[config.mk]
export PLATFORM = sky130hd
export DESIGN_NAME = swc_sleep_wakeup_control
export DESIGN_NICKNAME = d
export VERILOG_FILES = /design/src/design/swc_pkg.sv /design/src/design/swc_sleep_wakeup_control.sv
export SDC_FILE = /design/constraint.sdc
export NUM_CORES = 1
export LEC_CHECK = 0
export ABC_AREA = 1
export BUFFER_PORTS_ARGS = -buffer_cell sky130_fd_sc_hd__buf_4
export CORE_MARGIN = 2
export CORE_UTILIZATION = 30
export DETAILED_ROUTE_END_ITERATION = 8
export HOLD_SLACK_MARGIN = 0.02
export SETUP_SLACK_MARGIN = 0.1
export SYNTH_ARGS = -nofsm -noshare
export SYNTH_HDL_FRONTEND = slang
export SYNTH_SLANG_ARGS = --single-unit
[constraint.sdc]
create_clock -name i_clk -period 4.6 [get_ports i_clk]
set_clock_uncertainty 0.15 [all_clocks]
set_input_delay 0.92 -clock i_clk [delete_from_list [all_inputs] [get_ports i_clk]]
set_output_delay 0.92 -clock i_clk [all_outputs]
set_load 0.02 [all_outputs]
[src/design/swc_pkg.sv]
package swc_pkg;
   // =====================================================
   // Register map (word aligned byte offsets)
   localparam logic [7:0] SWC_OFF_CTRL   = 8'h00;
   localparam logic [7:0] SWC_OFF_STATUS = 8'h04;
   localparam logic [7:0] SWC_OFF_IRQEN  = 8'h08;
   localparam logic [7:0] SWC_OFF_EVT    = 8'h0C;
   localparam logic [7:0] SWC_OFF_MASK   = 8'h10;
   localparam logic [7:0] SWC_OFF_PORT   = 8'h14;
   // Control fields
   localparam int SWC_CTRL_GIE    = 0;
   localparam int SWC_CTRL_WDTEN  = 1;
   localparam int SWC_CTRL_RCMODE = 2;
   // Status fields
   localparam int SWC_ST_PD     = 0;
   localparam int SWC_ST_TO     = 1;
   localparam int SWC_ST_ASLEEP = 2;
   // Event fields
   localparam int SWC_EV_ENTER  = 0;
   localparam int SWC_EV_NOP    = 1;
   localparam int SWC_EV_WAKE   = 2;
   localparam int SWC_EV_WDT    = 3;
   localparam int SWC_EV_W      = 4;
   // Wake source index: 0 ext pin, 1 port b change, 2..9 peripherals
   localparam int SWC_NSRC      = 10;
   localparam int SWC_PC_W      = 13;
   localparam logic [12:0] SWC_IRQ_VECTOR = 13'h0004;
   localparam int SWC_PC_STEP   = 1;
   localparam int SWC_CLKDIV    = 4;
   // Reset values
   localparam logic [2:0] SWC_CTRL_RST   = 3'h2;
   localparam logic [9:0] SWC_IRQEN_RST  = 10'h000;
   localparam int SWC_WDT_W     = 16;
endpackage

[src/design/swc_sleep_wakeup_control.sv]
module swc_sleep_wakeup_control
   import swc_pkg::*;
#(
   parameter int WDT_LIMIT = 1000
) (
   input  wire logic                  i_clk,
   input  wire logic                  i_sys_rst,
   input  wire logic                  i_master_clear_pin_n,
   input  wire logic                  i_sleep_exec,
   input  wire logic                  i_wdt_clear,
   input  wire logic [SWC_PC_W-1:0]   i_pc,
   input  wire logic [SWC_NSRC-1:0]   i_irq_flag,
   input  wire logic [SWC_NSRC-1:0]   i_async_ok,
   input  wire logic [7:0]            i_port_out,
   input  wire logic [7:0]            i_port_oe,
   input  wire logic [31:0]           i_wb_adr,
   input  wire logic [31:0]           i_wb_dat,
   input  wire logic                  i_wb_we,
   input  wire logic [3:0]            i_wb_sel,
   input  wire logic                  i_wb_cyc,
   input  wire logic                  i_wb_stb,
   output logic      [31:0]           o_wb_dat,
   output logic                       o_wb_ack,
   output logic                       o_osc_en,
   output logic                       o_osc_out,
   output logic                       o_core_rst,
   output logic                       o_resume,
   output logic                       o_vector_go,
   output logic      [SWC_PC_W-1:0]   o_fetch_addr,
   output logic      [7:0]            o_port_out,
   output logic      [7:0]            o_port_oe,
   output logic                       o_irq
);
   initial begin
      if (WDT_LIMIT < 2 || WDT_LIMIT > 65535) $error("WDT_LIMIT out of range");
   end

   typedef enum logic [1:0] {SWC_RUN, SWC_SLEEP, SWC_POST} swc_state_t;

   // =====================================================
   // Pin synchronisers
   logic master_clear_pin_s1_ff, master_clear_pin_s2_ff;
   logic [SWC_NSRC-1:0] irq_s1_ff, irq_s2_ff, aok_s1_ff, aok_s2_ff;
   always_ff @(posedge i_clk) begin
      master_clear_pin_s1_ff <= i_master_clear_pin_n;
      master_clear_pin_s2_ff <= master_clear_pin_s1_ff;
      irq_s1_ff  <= i_irq_flag;
      irq_s2_ff  <= irq_s1_ff;
      aok_s1_ff  <= i_async_ok;
      aok_s2_ff  <= aok_s1_ff;
   end

   // =====================================================
   // Registers and state
   swc_state_t state_ff, nxt_state;
   logic [2:0]            ctrl_ff;
   logic [SWC_NSRC-1:0]   irqen_ff;
   logic [SWC_EV_W-1:0]   evt_ff, mask_ff;
   logic                  pd_ff, to_ff;
   logic [SWC_WDT_W-1:0]  wdt_ff;
   logic [1:0]            div_ff;
   logic [SWC_PC_W-1:0]   fetch_ff;
   logic [7:0]            port_out_ff, port_oe_ff;
   logic                  ack_ff;
   logic                  osc_en_ff;
   logic                  osc_out_ff;
   logic                  rst_ff;
   logic                  resume_ff;
   logic                  vec_ff;
   logic                  irq_ff;
   logic                  wake_irq_ff;
   logic [31:0]           rdat_ff;

   // Only sources allowed in sleep may count while asleep
   wire logic asleep     = (state_ff == SWC_SLEEP);
   wire logic [SWC_NSRC-1:0] live_irq = irq_s2_ff & (asleep ? aok_s2_ff : '1);
   wire logic irq_pend   = |(live_irq & irqen_ff);
   wire logic master_clear_pin_evt   = ~master_clear_pin_s2_ff;
   wire logic wdt_to     = ctrl_ff[SWC_CTRL_WDTEN] && (wdt_ff == SWC_WDT_W'(WDT_LIMIT - 1));
   wire logic sleep_go   = (state_ff == SWC_RUN) && i_sleep_exec && !irq_pend && !master_clear_pin_evt;
   wire logic sleep_nop  = (state_ff == SWC_RUN) && i_sleep_exec && irq_pend;
   wire logic wake_wdt   = asleep && wdt_to;
   wire logic wake_irq   = asleep && irq_pend;
   wire logic wake_any   = wake_wdt || wake_irq;

   // Bus decode
   wire logic bus_req    = i_wb_cyc && i_wb_stb && !ack_ff;
   // Writes land on the edge at which the master sees ack
   wire logic bus_wr     = i_wb_cyc && i_wb_stb && ack_ff && i_wb_we && i_wb_sel[0];
   wire logic bus_rd     = bus_req && !i_wb_we;
   wire logic [7:0] badr = i_wb_adr[7:0];
   wire logic evt_rd     = bus_rd && (badr == SWC_OFF_EVT);
   wire logic [SWC_EV_W-1:0] evt_set = {wake_wdt, wake_any, sleep_nop, sleep_go};

   // Read mux
   logic [31:0] rmux;
   always_comb begin
      rmux = 32'h0000_0000;
      case (badr)
         SWC_OFF_CTRL:   rmux = {29'h0, ctrl_ff};
         SWC_OFF_STATUS: rmux = {29'h0, asleep, to_ff, pd_ff};
         SWC_OFF_IRQEN:  rmux = {22'h0, irqen_ff};
         SWC_OFF_EVT:    rmux = {28'h0, evt_ff};
         SWC_OFF_MASK:   rmux = {28'h0, mask_ff};
         SWC_OFF_PORT:   rmux = {16'h0, port_oe_ff, port_out_ff};
         default:        rmux = 32'h0000_0000;
      endcase
   end

   // Sleep sequence
   always_comb begin
      nxt_state = state_ff;
      case (state_ff)
         SWC_RUN:   if (sleep_go) nxt_state = SWC_SLEEP;
         SWC_SLEEP: if (wake_any) nxt_state = SWC_POST;
         SWC_POST:  nxt_state = SWC_RUN;
         default:   nxt_state = SWC_RUN;
      endcase
   end

   // =====================================================
   // Master clear reset dominates the sleep state, status flags and core reset
   always_ff @(posedge i_clk) begin
      if (i_sys_rst || master_clear_pin_evt) begin
         state_ff <= SWC_RUN;
         pd_ff    <= 1'b1;
         to_ff    <= 1'b1;
         rst_ff   <= 1'b1;
      end else begin
         state_ff <= nxt_state;
         rst_ff   <= 1'b0;
         if (sleep_go) begin
            pd_ff <= 1'b0;
            to_ff <= 1'b1;
         end else if (wake_wdt) begin
            to_ff <= 1'b0;
         end
      end
   end

   // Watchdog keeps running through sleep; sleep clears it
   always_ff @(posedge i_clk) begin
      if (i_sys_rst || master_clear_pin_evt || sleep_go || i_wdt_clear || wdt_to)
         wdt_ff <= '0;
      else if (ctrl_ff[SWC_CTRL_WDTEN])
         wdt_ff <= wdt_ff + SWC_WDT_W'(1);
   end

   // Oscillator, divider, resume handshake
   always_ff @(posedge i_clk) begin
      if (i_sys_rst) begin
         osc_en_ff  <= 1'b1;
         div_ff     <= 2'h0;
         osc_out_ff <= 1'b0;
         resume_ff  <= 1'b0;
         vec_ff     <= 1'b0;
         fetch_ff   <= '0;
      end else begin
         if (sleep_go) osc_en_ff <= 1'b0;
         else if (wake_any || master_clear_pin_evt) osc_en_ff <= 1'b1;
         // Divider freezes with the oscillator, so the pin stops too
         if (osc_en_ff) div_ff <= div_ff + 2'h1;
         osc_out_ff <= ctrl_ff[SWC_CTRL_RCMODE] && osc_en_ff && div_ff[1];
         if (sleep_go) fetch_ff <= i_pc + SWC_PC_W'(SWC_PC_STEP);
         resume_ff <= wake_any;
         vec_ff    <= (state_ff == SWC_POST) && wake_irq_ff && ctrl_ff[SWC_CTRL_GIE];
      end
   end

   // Remember that the wake came from an interrupt
   always_ff @(posedge i_clk) begin
      if (i_sys_rst) wake_irq_ff <= 1'b0;
      else if (wake_any) wake_irq_ff <= wake_irq;
   end

   // Port latch: frozen while asleep
   always_ff @(posedge i_clk) begin
      if (i_sys_rst) begin
         port_out_ff <= 8'h00;
         port_oe_ff  <= 8'h00;
      end else if (!asleep) begin
         port_out_ff <= i_port_out;
         port_oe_ff  <= i_port_oe;
      end
   end

   // Bus slave and interrupt status; set wins over read clear
   always_ff @(posedge i_clk) begin
      if (i_sys_rst) begin
         ctrl_ff  <= SWC_CTRL_RST;
         irqen_ff <= SWC_IRQEN_RST;
         mask_ff  <= '0;
         evt_ff   <= '0;
         ack_ff   <= 1'b0;
         rdat_ff  <= 32'h0000_0000;
         irq_ff   <= 1'b0;
      end else begin
         ack_ff  <= bus_req;
         rdat_ff <= bus_rd ? rmux : 32'h0000_0000;
         if (bus_wr && badr == SWC_OFF_CTRL)  ctrl_ff  <= i_wb_dat[2:0];
         if (bus_wr && badr == SWC_OFF_IRQEN) irqen_ff <= i_wb_dat[SWC_NSRC-1:0];
         if (bus_wr && badr == SWC_OFF_MASK)  mask_ff  <= i_wb_dat[SWC_EV_W-1:0];
         evt_ff <= (evt_rd ? '0 : evt_ff) | evt_set;
         irq_ff <= |(((evt_rd ? '0 : evt_ff) | evt_set) & mask_ff);
      end
   end

   assign o_wb_dat     = rdat_ff;
   assign o_wb_ack     = ack_ff;
   assign o_osc_en     = osc_en_ff;
   assign o_osc_out    = osc_out_ff;
   assign o_core_rst   = rst_ff;
   assign o_resume     = resume_ff;
   assign o_vector_go  = vec_ff;
   assign o_fetch_addr = fetch_ff;
   assign o_port_out   = port_out_ff;
   assign o_port_oe    = port_oe_ff;
   assign o_irq        = irq_ff;

   // =====================================================
   // Checks
   chk_sleep_flags: assert property (@(posedge i_clk) disable iff (i_sys_rst)
      sleep_go && !master_clear_pin_evt |=> !pd_ff && !osc_en_ff && wdt_ff == '0) else $error("sleep entry flags wrong");
   chk_nop_keeps: assert property (@(posedge i_clk) disable iff (i_sys_rst)
      sleep_nop && !master_clear_pin_evt |=> $stable(pd_ff) && state_ff == SWC_RUN) else $error("nop sleep altered state");
   chk_port_hold: assert property (@(posedge i_clk) disable iff (i_sys_rst)
      asleep |=> $stable(o_port_out) && $stable(o_port_oe)) else $error("port moved in sleep");
   chk_wdt_to: assert property (@(posedge i_clk) disable iff (i_sys_rst)
      wake_wdt && !master_clear_pin_evt |=> !to_ff) else $error("timeout flag not cleared");
   chk_irq_wake: assert property (@(posedge i_clk) disable iff (i_sys_rst)
      wake_irq && !master_clear_pin_evt |=> o_resume ##1 state_ff == SWC_RUN) else $error("irq wake missing");
   chk_master_clear_pin_rst: assert property (@(posedge i_clk) disable iff (i_sys_rst)
      master_clear_pin_evt |=> o_core_rst && pd_ff) else $error("master clear no reset");
   chk_prefetch: assert property (@(posedge i_clk) disable iff (i_sys_rst)
      sleep_go |=> o_fetch_addr == $past(i_pc) + SWC_PC_W'(1)) else $error("prefetch address wrong");
   chk_vector: assert property (@(posedge i_clk) disable iff (i_sys_rst)
      wake_irq && ctrl_ff[SWC_CTRL_GIE] && !master_clear_pin_evt |=> ##1 o_vector_go) else $error("vector not taken");

   // Resume is a single-cycle pulse
   chk_resume_pulse: assert property (@(posedge i_clk) disable iff (i_sys_rst)
      o_resume |=> !o_resume) else $error("resume pulse too long");

   // No vector branch with global enable clear
   chk_vec_gie_off: assert property (@(posedge i_clk) disable iff (i_sys_rst)
      wake_irq && !ctrl_ff[SWC_CTRL_GIE] ##1 !ctrl_ff[SWC_CTRL_GIE] |=> !o_vector_go) else $error("vector without enable");

   // Vector only after the next instruction has resumed
   chk_vec_after_res: assert property (@(posedge i_clk) disable iff (i_sys_rst)
      o_vector_go |-> $past(o_resume)) else $error("vector before resume");

   // Any wake restarts the oscillator
   chk_osc_wake: assert property (@(posedge i_clk) disable iff (i_sys_rst)
      wake_any |=> o_osc_en) else $error("oscillator not restarted");

   // Oscillator stays off while sleeping undisturbed
   chk_osc_sleep_off: assert property (@(posedge i_clk) disable iff (i_sys_rst)
      asleep && !wake_any && !master_clear_pin_evt |=> !o_osc_en) else $error("oscillator on in sleep");

   // Sleep entry sets the timeout flag
   chk_to_set: assert property (@(posedge i_clk) disable iff (i_sys_rst)
      sleep_go |=> to_ff) else $error("timeout flag not set");

   // Interrupt wake keeps the completed sleep visible
   chk_wake_pd_clear: assert property (@(posedge i_clk) disable iff (i_sys_rst)
      wake_irq && !master_clear_pin_evt |=> !pd_ff) else $error("power-down flag lost");

   // Skipped sleep leaves the watchdog counting
   chk_nop_wdt_runs: assert property (@(posedge i_clk) disable iff (i_sys_rst)
      sleep_nop && ctrl_ff[SWC_CTRL_WDTEN] && !i_wdt_clear && !wdt_to && !master_clear_pin_evt
      |=> wdt_ff == $past(wdt_ff) + SWC_WDT_W'(1)) else $error("watchdog cleared by nop");

   // Skipped sleep leaves the timeout flag alone
   chk_nop_to_kept: assert property (@(posedge i_clk) disable iff (i_sys_rst)
      sleep_nop && !master_clear_pin_evt |=> $stable(to_ff)) else $error("timeout flag changed by nop");

   // Disabled sources never wake
   chk_no_en_stays: assert property (@(posedge i_clk) disable iff (i_sys_rst)
      asleep && !(|(irq_s2_ff & irqen_ff)) && !wdt_to && !master_clear_pin_evt |=> asleep) else $error("woke without enable");

   // Phase-clocked sources stay silent in sleep
   chk_phase_quiet: assert property (@(posedge i_clk) disable iff (i_sys_rst)
      asleep && !(|(irq_s2_ff & aok_s2_ff & irqen_ff)) && !wdt_to && !master_clear_pin_evt |=> asleep)
      else $error("clocked source woke device");

   // Enabled async source wakes whatever the global enable
   chk_gie_free: assert property (@(posedge i_clk) disable iff (i_sys_rst)
      asleep && |(irq_s2_ff & aok_s2_ff & irqen_ff) && !master_clear_pin_evt |=> state_ff == SWC_POST)
      else $error("enabled source did not wake");

   // Post-wake state lasts one cycle
   chk_post_once: assert property (@(posedge i_clk) disable iff (i_sys_rst)
      state_ff == SWC_POST |=> state_ff == SWC_RUN) else $error("post state stuck");

   // Prefetch address only moves on sleep entry
   chk_fetch_hold: assert property (@(posedge i_clk) disable iff (i_sys_rst)
      !sleep_go |=> $stable(o_fetch_addr)) else $error("prefetch moved");

   // Core reset only from reset or master clear
   chk_core_rst_src: assert property (@(posedge i_clk) disable iff (i_sys_rst)
      o_core_rst |-> $past(i_sys_rst || master_clear_pin_evt)) else $error("spurious core reset");

   // Other wakes resume without reset
   chk_no_rst_wake: assert property (@(posedge i_clk) disable iff (i_sys_rst)
      wake_any && !master_clear_pin_evt |=> !o_core_rst) else $error("wake caused reset");

   // Clock-out high for two cycles at most
   chk_div_pattern: assert property (@(posedge i_clk) disable iff (i_sys_rst)
      o_osc_out && $past(o_osc_out) |=> !o_osc_out) else $error("clock-out not divided");

   // Clock-out only in RC mode with oscillator on
   chk_div_mode: assert property (@(posedge i_clk) disable iff (i_sys_rst)
      o_osc_out |-> $past(ctrl_ff[SWC_CTRL_RCMODE] && osc_en_ff)) else $error("clock-out outside mode");

   // Ack lasts exactly one cycle
   chk_ack_pulse: assert property (@(posedge i_clk) disable iff (i_sys_rst)
      o_wb_ack |=> !o_wb_ack) else $error("ack held too long");

   // Wake event is recorded
   chk_evt_wake: assert property (@(posedge i_clk) disable iff (i_sys_rst)
      wake_any |=> evt_ff[SWC_EV_WAKE]) else $error("wake event lost");

   // Ports follow the core while awake
   chk_port_follow: assert property (@(posedge i_clk) disable iff (i_sys_rst)
      !asleep |=> o_port_out == $past(i_port_out)) else $error("port not following");

   // Reset always leaves the power-down flag set
   chk_pd_power: assert property (@(posedge i_clk) disable iff (i_sys_rst)
      o_core_rst |-> pd_ff) else $error("power-down flag not set");

   // Sleep entry is recorded
   chk_evt_enter: assert property (@(posedge i_clk) disable iff (i_sys_rst)
      sleep_go |=> evt_ff[SWC_EV_ENTER]) else $error("entry event lost");

   // Skipped sleep is recorded
   chk_evt_nop: assert property (@(posedge i_clk) disable iff (i_sys_rst)
      sleep_nop |=> evt_ff[SWC_EV_NOP]) else $error("nop event lost");

   // Watchdog wake is recorded
   chk_evt_wdt: assert property (@(posedge i_clk) disable iff (i_sys_rst)
      wake_wdt |=> evt_ff[SWC_EV_WDT]) else $error("watchdog event lost");

   // Fully masked events never interrupt
   chk_irq_masked: assert property (@(posedge i_clk) disable iff (i_sys_rst)
      $past(mask_ff) == '0 |-> !o_irq) else $error("masked interrupt raised");

   // Sleeping implies power-down flag clear
   chk_asleep_pd: assert property (@(posedge i_clk) disable iff (i_sys_rst)
      asleep |-> !pd_ff) else $error("asleep with flag set");

   // Real sleep enters the sleep state
   chk_sleep_state: assert property (@(posedge i_clk) disable iff (i_sys_rst)
      sleep_go |=> asleep) else $error("sleep not entered");

   // Master clear always returns to run
   chk_master_clear_pin_run: assert property (@(posedge i_clk) disable iff (i_sys_rst)
      master_clear_pin_evt |=> state_ff == SWC_RUN) else $error("master clear left sleep");

   // Watchdog keeps counting in sleep
   chk_wdt_sleep_runs: assert property (@(posedge i_clk) disable iff (i_sys_rst)
      asleep && ctrl_ff[SWC_CTRL_WDTEN] && !wdt_to && !master_clear_pin_evt && !i_wdt_clear
      |=> wdt_ff == $past(wdt_ff) + SWC_WDT_W'(1)) else $error("watchdog stopped in sleep");

   // Read data is zero outside the ack cycle
   chk_rdat_idle: assert property (@(posedge i_clk) disable iff (i_sys_rst)
      !o_wb_ack |-> o_wb_dat == 32'h0000_0000) else $error("read data leaked");
endmodule

After elaboration in Yosys (flattened, before gate mapping) --
Cells that the tools add are included.
Storage, ports and cells: output and inout bits 68, bits of input ports 125, register bits 154
Operators by class: add/subtract/negate cells 3, reduce and logical (&&, ||, !) cells 38, multiplexer cells 9, bitwise logic cells 6, eq/ne operators 10
Operators by type and width (count):
- $pmux W16 S6 | 1
- $logic_and A1 B1 Y1 | 21
- $and A10 B10 Y10 | 2
- $add A16 B1 Y16 const B | 1
- $eq A16 B10 Y1 const B | 1
- $eq A8 B4 Y1 const B | 2
- $eq A8 B5 Y1 const B | 2
- $add A13 B1 Y13 const B | 1
- $mux W10 | 1
- $reduce_or A10 Y1 | 1
- $eq A8 B3 Y1 const B | 1
- $logic_not A8 Y1 | 1
- $logic_or A1 B1 Y1 | 6
- $and A4 B4 Y4 | 1
- $mux W2 | 2
- $mux W4 | 1
- $or A4 B4 Y4 | 1
- $pmux W2 S2 | 1
- $reduce_or A2 Y1 | 2
- $reduce_or A4 Y1 | 1
- $logic_not A1 Y1 | 3
- $mux W1 | 3
- $add A2 B1 Y2 const B | 1
- $eq A2 B1 Y1 const B | 1
- other kinds (7) | 8

Depth between registers and ports, before layout --
depth in word-level cells 11, mapped depth 12, depth with buffers taken out 12

Least setup slack after synthesis --
No wires, ideal clock.
path type in2reg, start in i_wb_adr[1], end reg irqen_ff[0], setup time 116 ps, arrival time 1966 ps, cell stages on the path 9, setup slack 2369 ps, path through nor2_1 -> inv_1 -> nor2_4 -> nand2_1 -> nor2_2 -> inv_1 -> buf_2 -> nor2_1 -> nor2_1
On the way: longest elaborated chain between the ends 2
RTL lines:
- start, declared | line swc_sleep_wakeup_control.sv:16 | input wire logic [31:0] i_wb_adr,
- $eq A8 B4 Y1 | line swc_sleep_wakeup_control.sv:201 | if (bus_wr && badr == SWC_OFF_IRQEN) irqen_ff <= i_wb_dat[SWC_NSRC-1:0];
- $logic_and A1 B1 Y1 | line swc_sleep_wakeup_control.sv:201
- end signal, assigned | line swc_sleep_wakeup_control.sv:201
- end, declared | line swc_sleep_wakeup_control.sv:57 | logic [SWC_NSRC-1:0] irqen_ff;
No other way between the ends. A chain may end at the register's enable or synchronous reset.

Worst setup path after layout --
start in i_wb_adr[1], end reg rdat_ff[0] (netlist: o_wb_dat[0])
On the way: longest elaborated chain between the ends 2
RTL lines:
- $eq A8 B5 Y1 (tied with other cells) | line swc_sleep_wakeup_control.sv:99 | case (badr)
- $pmux W16 S6 (*) | line swc_sleep_wakeup_control.sv:99
- end signal, assigned | line swc_sleep_wakeup_control.sv:199 | rdat_ff <= bus_rd ? rmux : 32'h0000_0000;
- end, declared | line swc_sleep_wakeup_control.sv:72 | logic [31:0] rdat_ff;
Mark *: on every way between the ends. The rest lies on a longest branch, timed or not.

==> flow_summary.ini <==
[setup_path]
critPathCaptureType = flip-flop
cp-start-kind = primary input
critPathRequiredTime_ps = 4780
critical-path-top-delay-family = simple AND/OR/NAND/NOR gates
critical_path_class = in -> reg
max_stage_delay_ps = 800
path_buf_inv = 2
worstPathMaxFanout = 13
crit_chain = buf_4 > nor2_1 > inv_1 > nor2_1 > nand2_1 > o22ai_1 > a21oi_1 > a21oi_1
critPathSlowestCell = nor2_1
cp.arrival_ps = 2740
rrSetupSlack_ps = 2370

[synthesis]
ys.warnings.count = 0
yosysTopAreaCell = dfxtp_1
synth_area_leaders = dfxtp_1 54%, nand2_1 7.0%, nor2_1 5.7%
yosysTopAreaCellShare = 0.539
synth_edf_count = 0
synth_cells = 620
synthFlopType = dfxtp_1
ys_seq_area_frac = 0.539
syn_area_per_cell_sq_um = 8.27
ys_ff_latch = 138
yosys.cell_types.count = 41
synthesis.area_sq_um = 5130
synthArstFlopShare = 0

[flow_run]
max-cap-violations = 0

[sta]
slew_headroom = 0.304
tightest_slew_ps = 1040
grt_setup_unrepaired = no
period_share = 0.557
final_max_slew_viol_count = 0
setup-violations-final = 0
finalSetupTns_ps = 0
fin_crit_ps = 2560
hold_violations = 0
fmax_ghz = 0.390

[drt]
ant_nets = 0
drt_pass1_iterations = 4
vias = 4234
drt_iter0_drc = 283
drc = 0
vias_per_cell = 4.30
routed_wl_um = 12500
wl_per_cell_um = 12.7

[clock_network]
h-tree-depth = 4
clkTransAtPathRegs_ps = 70
clk_latency_ps = 420
cts_hold_buf = 0
numCtsBuffers = 17
cts_tree = yes
cts_sinks = 138
cts-resized-gates = 0
cts_root_buffer = clkbuf_16
postCtsSetupRepairBufs = 0
cts_buffer_depth = 2

[global_route]
overflow = 0
grt_start_max_net_pins = 36
grt_pass1_vias = 4040
grt_pass1_wl_um = 20100
grt_usage = 0.142
antenna_found_initial = 0

[placed_design]
port_buffers = 127
place_congestion = 0.779
dpl.hpwl_um = 9100

[finish]
multi_input_area_sq_um = 1940
final_common_cell = dfxtp_1
fill_cells = 1723
n_antenna_cell = 0
areaGrowthSynthToFinish_pct = 32.9
regArea_sq_um = 2760
fin_util = 0.410
fin_nets = 879
layout_common_cells = 138 x dfxtp_1, 130 x buf_4, 96 x nand2_1
drive_above_1_share = 0.234

[floorplanning]
die_area_sq_um = 18200
dieHeight_um = 135
die_width_um = 135
rows = 47
start_util = 0.308
io_pins = 193
core_area_sq_um = 16600

[pwr]
powerDensity_nw_per_um2 = 413
p_leak_nw = 3.07
ir_drop_mv = 0.326

[run_status]
outcome = complete, no violations

[hold_path]
hold_class = reg -> reg
## per-stage QoR
| step | std cells | hold slack, ps | power [mW] | setup WS [ps] | cell area, sq um |
|---|---|---|---|---|---|
| 6_report | 985 | 168 | 2.81 | 2040 | 6820 |
| 5_1_grt | 985 | 184 | 2.92 | 1820 | 6820 |
| 4_1_cts | 985 | 177 | 2.85 | 2050 | 6820 |
| 2_1_floorplan | 635 | 160 | 1.39 | 2370 | 5180 |
| 3_3_place_gp | 953 | 162 | 1.48 | 1670 | 6220 |
| 3_5_place_dp | 953 | 163 | 1.48 | 1640 | 6220 |
## where the power goes
| part | switching, mW | total, mW | leakage (nW) | internal [mW] |
|---|---|---|---|---|
| logic | 0.109 | 0.197 | 1.66 | 0.0886 |
| registers | 0.0203 | 1.26 | 1.14 | 1.24 |
| clock network | 0.545 | 1.36 | 0.279 | 0.814 |
## path summary, 6_finish.rpt
kind	startpoint	to	cells after the start
worst max register to register	state_ff[0]	o_fetch_addr[4]	8
worst max-delay path	i_wb_adr[1]	o_wb_dat[0]	8
worst min register to register	irq_s1_ff[8]	irq_s2_ff[8]	0
worst min-delay path	irq_s1_ff[8]	irq_s2_ff[8]	0
## final cells by class
cell class / count / area share
repair buffers: 130 / 0.143
well taps: 220 / 0.0404
clock buffers: 19 / 0.0635
flip-flops and latches: 138 / 0.405
clock inverters: 13 / 0.0231
multi-input cells: 392 / 0.284
inverters: 73 / 0.0404
## cells in the mapped netlist (2+ instances only)
| library cell | number |
|---|---|
| buf_2 | 3 |
| nand3_1 | 34 |
| a21oi_2 | 6 |
| a21oi_1 | 40 |
| inv_1 | 70 |
| nor2_2 | 2 |
| xor2_1 | 11 |
| xnor2_1 | 8 |
| nand3b_1 | 4 |
| nand2_1 | 96 |
| nor2_1 | 78 |
| nor2_4 | 2 |
| buf_4 | 17 |
| nand4_1 | 4 |
| o211ai_1 | 2 |
| nor3_1 | 7 |
| o21ai_1 | 8 |
| buf_6 | 3 |
| a31oi_1 | 2 |
| ha_1 | 2 |
| inv_2 | 2 |
| o22ai_1 | 2 |
| o21bai_1 | 2 |
| dfxtp_1 | 138 |
| o21ai_0 | 48 |
| nor4_1 | 6 |
| clkbuf_1 | 8 |
| nand2_4 | 2 |
## metal layers
layer / up-vias / GRT usage / routed length (um)
met5: - / 0 / 0
li1: 2223 / - / -
met4: 0 / 0.0526 / 207
met1: 1889 / 0.186 / 5810
met3: 10 / 0.0454 / 758
met2: 112 / 0.219 / 5690
## state kept, by name, summed over array words and instances (netlist names), 8 cells and up
| register | flops |
|---|---|
| aok_s1_ff | 10 |
| aok_s2_ff | 10 |
| irq_s1_ff | 10 |
| irq_s2_ff | 10 |
| irqen_ff | 10 |
| o_fetch_addr | 13 |
| o_port_oe | 8 |
| o_port_out | 8 |
| o_wb_dat | 16 |
| wdt_ff | 16 |
## cells by family after synthesis
kind of cell / after synthesis / share of synthesized area
AO/OA/AOI/OAI: 113 / 0.120
XOR/XNOR: 19 / 0.0325
flip-flops: 138 / 0.539
AND/OR/NAND/NOR: 242 / 0.209
other: 1 / 0.000731
buffers and inverters: 105 / 0.0947
adder cells (fa/ha/maj): 2 / 0.00488
No activity file was read; power rests on OpenSTA's default activity.
